<file path="src/fan_ctrl_defs.vh">
`ifndef FAN_CTRL_DEFS_VH
`define FAN_CTRL_DEFS_VH

// Command-byte register offsets.
`define OFS_TARGET     8'h00
`define OFS_CONFIG     8'h02
`define OFS_PINDEF     8'h04
`define OFS_DAC        8'h06
`define OFS_ALARM_EN   8'h08
`define OFS_ALARM_STAT 8'h0a
`define OFS_PIN_STAT   8'h14

// Reset values.
`define RST_TARGET     8'h00
`define RST_CONFIG     8'h0a
`define RST_PINDEF     8'hff
`define RST_DAC        8'h00
`define RST_ALARM_EN   5'h00

// Configuration fields.
`define CFG_MODE_HI    5
`define CFG_MODE_LO    4
`define CFG_VSEL       3
`define CFG_SCALE_HI   2
`define CFG_SCALE_LO   0

// Operating modes.
`define MODE_FULL      2'h0
`define MODE_OFF       2'h1
`define MODE_CLOSED    2'h2
`define MODE_OPEN      2'h3

// Alarm bit positions.
`define ALM_MAX        0
`define ALM_MIN        1
`define ALM_OVF        2
`define ALM_PIN1       3
`define ALM_PIN2       4

// Drive levels: a higher level lowers the voltage across the fan.
`define DRIVE_FULL     8'h00
`define DRIVE_OFF      8'hff

// Regulator timing.
`define PERIOD_UNIT    128
`define REF_CLK_KHZ    250000
`define OSC_KHZ        254
`define MIN_PERIOD_US  1000

`endif

</file>
<file path="src/fan_mode_gpio_alarm_ctrl.v">
`timescale 1ns/100ps
`include "fan_ctrl_defs.vh"
// Contract
// - Config bits 5:4 pick full-speed 00, shutdown 01, closed 10, open 11.
// - Config bit 3 selects 5V (0) or 12V (1) fan class, reset 1.
// - Config bits 2:0 set prescaler 1,2,4,8,16; reset code 010.
// - Closed loop never targets a overflow_alarm_a period shorter than 1ms.
// - Target codes above F8h are accepted and simply lengthen the period.
// - External oscillator replaces internal clock as regulation reference.
// - Closed loop adjusts drive until overflow_alarm_a period matches the target.
// - Open loop applies the host-written 8-bit DAC value as drive.
// - Full-speed mode applies maximum drive regardless of registers.
// - Pin 1 as full-speed input driven low forces maximum drive.
// - Pins are open-drain; released level shows in pin status register.
// - Pin definition resets to all ones, every pull-down off.
// - Definition bits 7 and 6 drive pins 4 and 3 low or release.
// - Bits 5:4 set pin 2: clock in, clock out, low, release.
// - Bits 3:2 set pin 1: release, full-speed input, low, release.
// - Bits 1:0 set pin 0: release, alert output, low, release.
// - Pin 0 as alert pulls low while any enabled alarm is latched.
// - Only alarms whose enable bit is set latch status or alert.
// - Max and min drive alarms act only in closed-loop mode.
// - Status shows alarm causes; reading it clears bits and alert.
// - A status read clears a bit only if its condition is gone.
// - Target period is (code+1)*128 over prescaler times clock frequency.
// - Alarm bits: 4 pin2, 3 pin1 low, 2 overflow, 1 min, 0 max.
module fan_mode_gpio_alarm_ctrl #(
	parameter OSC_DIV   = (`REF_CLK_KHZ + `OSC_KHZ / 2) / `OSC_KHZ,
	parameter MIN_TICKS = (`OSC_KHZ * `MIN_PERIOD_US) / 1000
) (
	// Clock and reset.
	input  wire       ref_clk,
	input  wire       rstn,
	// Register port behind the serial slave.
	input  wire [7:0] regAddr,
	input  wire       regWrite,
	input  wire [7:0] regWdata,
	input  wire       regRead,
	output reg  [7:0] regRdata,
	// Fan side.
	input  wire       tachIn,
	input  wire       tachOverflow,
	output reg  [7:0] fanDrive,
	output wire       fanVoltageSel,
	// General-purpose open-drain pins, bit n is pin n.
	input  wire [4:0] gpIn,
	output wire [4:0] gpOut,
	output reg  [4:0] gpOe
);

	// Host-visible registers.
	reg [7:0]  targetPeriodCode;
	reg [7:0]  fanConfiguration;
	reg [7:0]  pinDefinition;
	reg [7:0]  dacValue;
	reg [4:0]  alarmEnable;
	reg [4:0]  alarmStatus;

	// Synchronisers and edge history for the asynchronous inputs.
	reg [4:0]  pinMeta;
	reg [4:0]  pinSync;
	reg        tachMeta;
	reg        tachSync;
	reg        tachLast;
	reg        oscLast;

	// Regulator state and combinational results.
	reg [15:0] divCount;
	reg [16:0] periodCount;
	reg [7:0]  loopDrive;
	reg [7:0]  next_fanDrive;
	reg [4:0]  alarmCond;
	reg [16:0] targetUnits;
	reg        oscTick;

	wire [1:0] mode = fanConfiguration[`CFG_MODE_HI:`CFG_MODE_LO];
	wire [1:0] pin2Cfg = pinDefinition[5:4];
	wire [1:0] pin1Cfg = pinDefinition[3:2];
	wire [1:0] pin0Cfg = pinDefinition[1:0];
	wire       extClock = (pin2Cfg == 2'b00);
	wire       fullForce = (pin1Cfg == 2'b01) && !pinSync[1];
	wire       tachEdge = tachSync && !tachLast;
	wire       intTick = (divCount == OSC_DIV[15:0] - 16'h0001);
	wire       extTick = pinSync[2] && !oscLast;
	wire       statRead = regRead && (regAddr == `OFS_ALARM_STAT);

	// Prescaler factor as a weight per oscillator tick.
	function [4:0] scaleWeight;
		input [2:0] code;
		begin
			case (code)
				3'h0:    scaleWeight = 5'h01;
				3'h1:    scaleWeight = 5'h02;
				3'h2:    scaleWeight = 5'h04;
				3'h3:    scaleWeight = 5'h08;
				default: scaleWeight = 5'h10;
			endcase
		end
	endfunction

	assign fanVoltageSel = fanConfiguration[`CFG_VSEL];
	assign gpOut = 5'h00;

	// Register writes; reset values leave every pull-down off.
	// Writes to read-only or unmapped offsets fall through and are ignored.
	always @(posedge ref_clk or negedge rstn) begin
		if (!rstn) begin
			targetPeriodCode <= `RST_TARGET;
			fanConfiguration <= `RST_CONFIG;
			pinDefinition    <= `RST_PINDEF;
			dacValue         <= `RST_DAC;
			alarmEnable      <= `RST_ALARM_EN;
		end else if (regWrite) begin
			if (regAddr == `OFS_TARGET) begin
				targetPeriodCode <= regWdata;
			end else if (regAddr == `OFS_CONFIG) begin
				fanConfiguration <= {2'b00, regWdata[5:0]};
			end else if (regAddr == `OFS_PINDEF) begin
				pinDefinition <= regWdata;
			end else if (regAddr == `OFS_DAC) begin
				dacValue <= regWdata;
			end else if (regAddr == `OFS_ALARM_EN) begin
				alarmEnable <= regWdata[4:0];
			end
		end
	end

	// Read data is registered; unmapped offsets return zero.
	// A status read returns the bits as they stood before the read clears them.
	always @(posedge ref_clk or negedge rstn) begin
		if (!rstn) begin
			regRdata <= 8'h00;
		end else if (regRead) begin
			if (regAddr == `OFS_TARGET) begin
				regRdata <= targetPeriodCode;
			end else if (regAddr == `OFS_CONFIG) begin
				regRdata <= fanConfiguration;
			end else if (regAddr == `OFS_PINDEF) begin
				regRdata <= pinDefinition;
			end else if (regAddr == `OFS_DAC) begin
				regRdata <= dacValue;
			end else if (regAddr == `OFS_ALARM_EN) begin
				regRdata <= {3'b000, alarmEnable};
			end else if (regAddr == `OFS_ALARM_STAT) begin
				regRdata <= {3'b000, alarmStatus};
			end else if (regAddr == `OFS_PIN_STAT) begin
				regRdata <= {3'b000, pinSync};
			end else begin
				regRdata <= 8'h00;
			end
		end
	end

	// Pins and tachometer arrive asynchronously and pass two flops first.
	// Pin status and every pin-driven function therefore lag the pins by
	// at least two cycles.
	always @(posedge ref_clk or negedge rstn) begin
		if (!rstn) begin
			pinMeta  <= 5'h1f;
			pinSync  <= 5'h1f;
			tachMeta <= 1'b0;
			tachSync <= 1'b0;
			tachLast <= 1'b0;
			oscLast  <= 1'b1;
		end else begin
			pinMeta  <= gpIn;
			pinSync  <= pinMeta;
			tachMeta <= tachIn;
			tachSync <= tachMeta;
			tachLast <= tachSync;
			oscLast  <= pinSync[2];
		end
	end

	// Internal oscillator emulated by dividing the reference clock.
	// Its rate is OSC_DIV reference cycles, so the nominal frequency holds
	// only to the rounding of that division.
	always @(posedge ref_clk or negedge rstn) begin
		if (!rstn) begin
			divCount <= 16'h0000;
		end else if (intTick) begin
			divCount <= 16'h0000;
		end else begin
			divCount <= divCount + 16'h0001;
		end
	end

	always @* begin
		oscTick = extClock ? extTick : intTick;
		// Counting scale units per tick compares against (code+1)*128.
		targetUnits = {1'b0, ({8'h00, targetPeriodCode} + 16'h0001)
			<< 7};
		if (targetUnits < MIN_TICKS[16:0] *
				{12'h000, scaleWeight(fanConfiguration[2:0])}) begin
			targetUnits = MIN_TICKS[16:0] *
				{12'h000, scaleWeight(fanConfiguration[2:0])};
		end
	end

	// Closed loop: a period that ends early means too fast, so the drive
	// level rises, which lowers the fan voltage. A stalled fan saturates
	// the counter and is treated as too slow.
	// One step per overflow_alarm_a edge keeps the loop from overshooting, at the cost
	// of a sweep across the whole range taking 255 fan periods.
	always @(posedge ref_clk or negedge rstn) begin
		if (!rstn) begin
			periodCount <= 17'h00000;
			loopDrive   <= `DRIVE_FULL;
		end else if (mode != `MODE_CLOSED) begin
			periodCount <= 17'h00000;
			loopDrive   <= `DRIVE_FULL;
		end else if (tachEdge || periodCount == 17'h1ffff) begin
			periodCount <= 17'h00000;
			if (tachEdge && periodCount < targetUnits) begin
				if (loopDrive != `DRIVE_OFF) begin
					loopDrive <= loopDrive + 8'h01;
				end
			end else if (periodCount > targetUnits) begin
				if (loopDrive != `DRIVE_FULL) begin
					loopDrive <= loopDrive - 8'h01;
				end
			end
		end else if (oscTick) begin
			if (periodCount > 17'h1ffff - 17'h00010) begin
				periodCount <= 17'h1ffff;
			end else begin
				periodCount <= periodCount +
					{12'h000, scaleWeight(fanConfiguration[2:0])};
			end
		end
	end

	// The hardware full-speed input outranks every software mode, so a hung
	// host cannot leave the fan stopped.
	always @* begin
		if (fullForce) begin
			next_fanDrive = `DRIVE_FULL;
		end else begin
			case (mode)
				`MODE_FULL:   next_fanDrive = `DRIVE_FULL;
				`MODE_OFF:    next_fanDrive = `DRIVE_OFF;
				`MODE_CLOSED: next_fanDrive = loopDrive;
				default:      next_fanDrive = dacValue;
			endcase
		end
	end

	always @(posedge ref_clk or negedge rstn) begin
		if (!rstn) begin
			fanDrive <= `DRIVE_FULL;
		end else begin
			fanDrive <= next_fanDrive;
		end
	end

	// Alarm conditions, each gated by its enable.
	// The overflow condition comes from the overflow_alarm_a counter on this clock and
	// needs no synchroniser.
	always @* begin
		alarmCond = 5'h00;
		alarmCond[`ALM_MAX]  = (mode == `MODE_CLOSED) &&
			(loopDrive == `DRIVE_FULL);
		alarmCond[`ALM_MIN]  = (mode == `MODE_CLOSED) &&
			(loopDrive == `DRIVE_OFF);
		alarmCond[`ALM_OVF]  = tachOverflow;
		alarmCond[`ALM_PIN1] = !pinSync[1];
		alarmCond[`ALM_PIN2] = !pinSync[2];
		alarmCond = alarmCond & alarmEnable;
	end

	// A read clears only bits whose cause is gone; a new cause wins.
	always @(posedge ref_clk or negedge rstn) begin
		if (!rstn) begin
			alarmStatus <= 5'h00;
		end else if (statRead) begin
			alarmStatus <= alarmStatus & alarmCond | alarmCond;
		end else begin
			alarmStatus <= alarmStatus | alarmCond;
		end
	end

	// Pull-down enables; the clock output holds low for half a period.
	// With an odd divider the clock output is low one cycle shorter than high.
	always @(posedge ref_clk or negedge rstn) begin
		if (!rstn) begin
			gpOe <= 5'h00;
		end else begin
			gpOe[4] <= !pinDefinition[7];
			gpOe[3] <= !pinDefinition[6];
			case (pin2Cfg)
				2'b01:   gpOe[2] <= (divCount < OSC_DIV[15:0] >> 1);
				2'b10:   gpOe[2] <= 1'b1;
				default: gpOe[2] <= 1'b0;
			endcase
			gpOe[1] <= (pin1Cfg == 2'b10);
			case (pin0Cfg)
				2'b01:   gpOe[0] <= (alarmStatus != 5'h00);
				2'b10:   gpOe[0] <= 1'b1;
				default: gpOe[0] <= 1'b0;
			endcase
		end
	end

endmodule // fan_mode_gpio_alarm_ctrl

</file>
<file path="config.mk">
export PLATFORM = sky130hd
export DESIGN_NAME = fan_mode_gpio_alarm_ctrl
export DESIGN_NICKNAME = d
export VERILOG_FILES = /design/src/fan_mode_gpio_alarm_ctrl.v
export VERILOG_INCLUDE_DIRS = /design/src
export SDC_FILE = /design/constraint.sdc
export NUM_CORES = 1
export LEC_CHECK = 0
export BUFFER_PORTS_ARGS = -buffer_cell sky130_fd_sc_hd__buf_2
export CORE_MARGIN = 5
export CORE_UTILIZATION = 61
export CTS_CLUSTER_DIAMETER = 200
export DETAILED_ROUTE_END_ITERATION = 16
export PLACE_DENSITY = 0.81
export SETUP_SLACK_MARGIN = 0.3
export SYNTH_ARGS = -nofsm -noshare
export SYNTH_HDL_FRONTEND = slang
export SYNTH_SLANG_ARGS = --single-unit
export TNS_END_PERCENT = 5
</file>
<file path="constraint.sdc">
create_clock -name ref_clk -period 8 [get_ports ref_clk]
set_clock_uncertainty 0.1 [all_clocks]
set_input_delay 1.2 -clock ref_clk [delete_from_list [all_inputs] [get_ports ref_clk]]
set_output_delay 1.2 -clock ref_clk [all_outputs]
set_load 0.01 [all_outputs]
</file>
* Word-level counts from Yosys, hierarchy flattened *
Cells that the tools add are included.
Widths: inputs -> output; s select.

storage, ports and cells
  register bits = 116
  bits of input ports = 27
  output and inout bits = 27
  logic and storage cells = 123

cells by class
  add/sub/neg operators = 5
  $mul = 2
  magnitude comparators = 5
  equality and inequality tests = 23
  multiplexer cells = 31
  bitwise gates (word level) = 8
  reductions and logical operators = 31

operators with widths
  kind                   count
  $mux 8                 11
  $mux 17                4
  $mux 5                 9
  $mux 16                2
  $mul 7x5->12 const A   2
  $pmux 8 s3             1
  $pmux 5 s4             1
  $add 17x5->17          1
  $eq 17x17->1 const B   1
  $gt 17x17->1           1
  $gt 17x17->1 const B   1
  $lt 17x17->1           1
  $add 16x1->16 const B  1
  $eq 16x10->1 const B   1
  $eq 8x3->1 const B     2
  $eq 8x4->1 const B     2
  $logic_not 8->1        2
  $lt 16x13->1           1
  $lt 16x9->1 const B    1
  $and 5x5->5            2
  $or 5x5->5             2
  $add 8x1->9 const B    1
  $reduce_bool 3->1      3
  $add 8x1->8 const B    1
  27 further kinds       51

* Depth between registers and ports, before layout *
  depth in word-level cells = 12
  gate-level depth with buffers = 32
  depth with buffers taken out = 30

* Least setup slack after synthesis *
OpenSTA, ideal clock, no wires.

  kind = reg2reg
  start point = reg fanConfiguration[2]
  end point = reg loopDrive[7]
  library setup time = 0.130 ns
  arrival = 7.017 ns
  required time = 7.770 ns
  slack = 0.752 ns
  cell stages (with the launch flop) = 32
  buffers on the path = 2
  period minus slack after synthesis = 7.248 ns
  cell sequence = dfrtp_1 > clkbuf_1 > nor3b_2 > ha_1 > inv_1 > fa_1 > inv_1 > ha_1 > a21oi_1 > o21bai_1 > a21oi_1 > o21ai_0 > xor2_1 > inv_1 > ha_1 > nand4_1 > or4_1 > o2111ai_1 > buf_2 > mux2_2 > ha_1 > nand4_1 > nor4_1 > o21ai_0 > nand4_1 > ha_1 > a21oi_1 > o211ai_1 > a2111oi_0 > nor3_1 > a32oi_1 > nand3_1

on the way
  word-level cells in the longest chain between the ends = 10
  elaborated cells on any way between the ends = 20
  classes of those cells = mul (2); order compare (3); eq/ne (4); mux (6); reduce/logical (5)

ends and longest elaborated chain
  item                                                 line                                                            text
  from (decl)                                          fan_mode_gpio_alarm_ctrl.v:53                                   reg [7:0] fanConfiguration;
  from (signal assigned)                               fan_mode_gpio_alarm_ctrl.v:109                                  fanConfiguration <= `RST_CONFIG;
  from (signal assigned)                               fan_mode_gpio_alarm_ctrl.v:117                                  fanConfiguration <= {2'b00, regWdata[5:0]};
  $eq 3x2->1, or another cell as far along             fan_mode_gpio_alarm_ctrl.v:91                                   case (code)
  $pmux 5 s4 (*)                                       fan_mode_gpio_alarm_ctrl.v:91
  $mul 7x5->12 / $mux 5 (equally long branches)        fan_mode_gpio_alarm_ctrl.v:193                                  if (targetUnits < MIN_TICKS[16:0] *
  $lt 16x13->1 / $mul 7x5->12 (equally long branches)  fan_mode_gpio_alarm_ctrl.v:193, fan_mode_gpio_alarm_ctrl.v:195
  $mux 16 (*)                                          fan_mode_gpio_alarm_ctrl.v:193
  $lt 17x17->1                                         fan_mode_gpio_alarm_ctrl.v:214                                  if (tachEdge && periodCount < targetUnits) begin
  $logic_and 1x1->1                                    fan_mode_gpio_alarm_ctrl.v:214
  $mux 8                                               fan_mode_gpio_alarm_ctrl.v:214
  $mux 8                                               fan_mode_gpio_alarm_ctrl.v:212                                  end else if (tachEdge || periodCount == 17'h1ffff) begin
  $mux 8                                               fan_mode_gpio_alarm_ctrl.v:209                                  end else if (mode != `MODE_CLOSED) begin
  to (signal assigned)                                 fan_mode_gpio_alarm_ctrl.v:208                                  loopDrive <= `DRIVE_FULL;
  to (signal assigned)                                 fan_mode_gpio_alarm_ctrl.v:211                                  loopDrive <= `DRIVE_FULL;
  to (signal assigned)                                 fan_mode_gpio_alarm_ctrl.v:216                                  loopDrive <= loopDrive + 8'h01;
  to (decl)                                            fan_mode_gpio_alarm_ctrl.v:70                                   reg [7:0] loopDrive;

Mark *: on every way between the ends. The rest lies on a longest branch, timed or not. The select of a mux whose other input is x is not followed.
A chain may end at the register's enable or synchronous reset.

* Final worst setup path *
  start point = reg fanConfiguration[1]
  end point = reg loopDrive[7]

The elaborated chain is that of the path after synthesis.

==> results.md <==
* Post-synthesis mux area share at 0.0923
* Die Area at 14000 um^2
* CTS H-tree lvls at 4
* Routed WL per cell at 18.6 um
* Setup slack at placement at 0.0768 ns
* Vias per cell at between 6 and 7
* Cts hold-fix bufs at 0
* Final hold violations at 0
* Worst hold path class: reg -> reg
* CTS buffer count at 17
* Highest Clock Rate at about 0.14 GHz
* Share of layout cells above drive strength 1 at 0.255
* Clk Latency, worst-skew pair at about 0.42 ns
* First-pass GRT wire length at 27.8 mm
* DR pass1 iterations at 5
* Main combinational cell family by area after synthesis: simple AND/OR/NAND/NOR gates
* Max-cap violations at 0
* Synth Flop Type: dfrtp_1
* CTS tree: built
* Post-Route WL at 17.1 mm
* Vias in the first global route at 5672
* Number of synthesized flops with an enable pin at 0
* Dpl cell area at approximately 7500 um^2
* Die height at between 100 and 150 um
* Final period utilization at 0.921
* Global route total overflow at 0
* Simple-Gate Fraction of Synth Area at 0.154
* IO Pins at between 50 and 60
* Slowest CP cell: dfstp_2
* Deepest clock path buffer count at 2
* RSZ-0062 raised after global routing: false
* Worst Tran Pin Value at 0.998 ns
* Syn avg cell area at 10.2 um^2
* Initial DRC Count at between 500 and 600
* CP Launch Type: flip-flop
* Crit-path max FO at 6
* Residual DRC count at 0
* Detail Placement HPWL at roughly 13 mm
* Final net count at between 800 and 900
* Total GRT Usage at 0.245
* Yosys warning count at 0
* Setup WS post-layout at 0.636 ns
* Slew Viols, Final at 0
* Hold slack at about 0.25 ns
* Worst path max stage delay at just over 0.6 ns
* Most frequent CP cell: ha_1
* Core area at 11500 um^2
* Largest net degree at the start of global routing at 72
* Final min period at 7.36 ns
* Seq/Total Area, Yosys at 0.408
* PortBufs at 48
* Setup TNS after final layout at 0 ns
* Yosys cell types at 77
* # diodes at 0
* Finished Cell Area at a little over 8000 um^2
* # rows at 39
* CTS root buf: clkbuf_16
* Crit Path Class: reg -> reg
* Pleak at between 0.003 and 0.004 uW
* ANT nets after route at 0
* Worst-path clk slew at 0.06 ns
* PwrDens at ~200 nW/um^2
* Max_slew headroom at 0.334
* Placer congestion estimate at ~0.93
* P&R area growth vs syn at 15.3%
* Final setup vio count at 0
* Synthesized cell area at 7180 um^2
* CP endpoint kind: flip-flop
* Worst EP required at slightly above 8 ns
* Initial Utilization at 0.626
* Synth Area in Adders at 0.113
* Status: finished, final reports clean
* Ys async rst share at 1.00
* Critical Path AT at around 7.6 ns
* Util after Layout at 0.722
* XOR/XNOR Fraction of Synth Area at 0.0390
* CTS Sinks at 116
* Flops & latches, synth at 116
* Vias at between 5k and 6k
* Initial antenna violation count at 0
* Complex-gate fraction of the synthesized area at 0.149
* Post-Synthesis Cells at a little over 700
* Die width at roughly 120 um
* Peak VDD IR at 0.208 mV
what timing repair did:
item                       4_1_cts  5_1_grt
setup endpoints to repair        3        5
buffers inserted                 0        9
pin swaps                        1       11
resized for setup                6       22
routing by layer:
layer	part of all wire	vias to the layer above	wire length (um)	track usage
met5	0	-	0	0
met4	0.022	0	380	0.0808
met3	0.060	36	1020	0.0602
met2	0.47	211	8130	0.390
met1	0.44	2729	7600	0.330
li1	-	2666	-	-
through the flow:
step	total power [uW]	cells
floorplan	848	712
global placement	928	881
detailed placement	941	881
CTS	1660	913
global route	1760	922
finish	1690	922
cells in the final DEF (no fill, tap or decap), types with 8 or more instances in the layout:
master and instances:
conb_1 8, dfrtp_1 94, xor2_1 15, o21ai_0 33
buf_2 47, mux2i_1 9, nand2_1 42, nand3_1 21
buf_4 12, clkbuf_16 17, a211oi_1 8, a21oi_1 39
xnor2_1 17, nand4_1 16, mux2_2 48, nor3_1 17
nand2b_1 9, dfstp_2 21, nor2_1 45, inv_1 48
ha_1 51
report_power, final:
part	total (uW)	switching, uW	internal, uW
sequential	629	17.6	611
clock	716	273	443
combinational	343	196	146
registers in the layout (all words and copies together), names as in the netlist:
register / flops
tachMeta: 1
dacValue: 8
alarmStatus: 5
tachLast: 1
regRdata: 8
pinMeta: 5
fanDrive: 8
loopDrive: 8
oscLast: 1
fanConfiguration: 6
targetPeriodCode: 8
gpOe: 5
pinDefinition: 8
periodCount: 17
alarmEnable: 5
pinSync: 5
divCount: 16
tachSync: 1
cell usage after synthesis, types with 8 or more instances:
| master | number | share of area |
|---|---|---|
| a211oi_1 | 8 | 0.0084 |
| a21oi_1 | 40 | 0.028 |
| clkbuf_1 | 16 | 0.0084 |
| dfrtp_1 | 95 | 0.33 |
| dfstp_2 | 21 | 0.077 |
| ha_1 | 53 | 0.092 |
| inv_1 | 49 | 0.026 |
| mux2_2 | 48 | 0.075 |
| mux2i_1 | 10 | 0.014 |
| nand2_1 | 42 | 0.022 |
| nand2b_1 | 9 | 0.0078 |
| nand3_1 | 21 | 0.015 |
| nand4_1 | 16 | 0.014 |
| nor2_1 | 45 | 0.024 |
| nor2b_1 | 10 | 0.0087 |
| nor3_1 | 17 | 0.012 |
| o21ai_0 | 37 | 0.026 |
| xnor2_1 | 17 | 0.021 |
| xor2_1 | 15 | 0.018 |
critical path, delay by kind of cell, from the launching register on:
family | cells | cell delay [ns]
AO/OA/AOI/OAI | 11 | 2.07
XOR/XNOR | 1 | 0.21
adder cells (fa/ha/maj) | 6 | 2.04
buffers and inverters | 2 | 0.30
flip-flops | 1 | 0.62
multiplexers | 1 | 0.40
AND/OR/NAND/NOR | 8 | 1.55
layout make-up:
type	count	area, um^2
Clock buffer	21	460
Clock inverter	11	101
Fill cell	785	3190
Inverter	49	188
Multi-Input combinational cell	521	4080
Sequential cell	116	2930
Tap cell	143	179
Timing Repair Buffer	61	342
cells by family (layout without fill, tap and decap cells):
group | Yosys count | count (layout)
compound gates | 152 | 152
xor+xnor | 32 | 32
fa+ha+maj | 61 | 61
buf+inv | 75 | 142
flops | 116 | 116
mux | 59 | 59
other cells | 1 | 8
simple gates | 209 | 209
final timing paths:
path / from / endpoint / slack [ns] / depth (start not counted)
worst min register to register: tachMeta$_DFF_PN0_ / tachSync$_DFF_PN0_ / 0.25 / 0
worst min-delay path: tachMeta$_DFF_PN0_ / tachSync$_DFF_PN0_ / 0.25 / 0
worst max-delay path: fanConfiguration[1]$_DFFE_PN1P_ / loopDrive[7]$_DFFE_PN0P_ / 0.64 / 29
max in group asynchronous: rstn / dacValue[3]$_DFFE_PN0P_ / 5.83 / 2
worst max register to register: fanConfiguration[1]$_DFFE_PN1P_ / loopDrive[7]$_DFFE_PN0P_ / 0.64 / 29
min in group asynchronous: rstn / fanConfiguration[2]$_DFFE_PN0P_ / 0.68 / 1
Power figures use the tool's default switching activity.
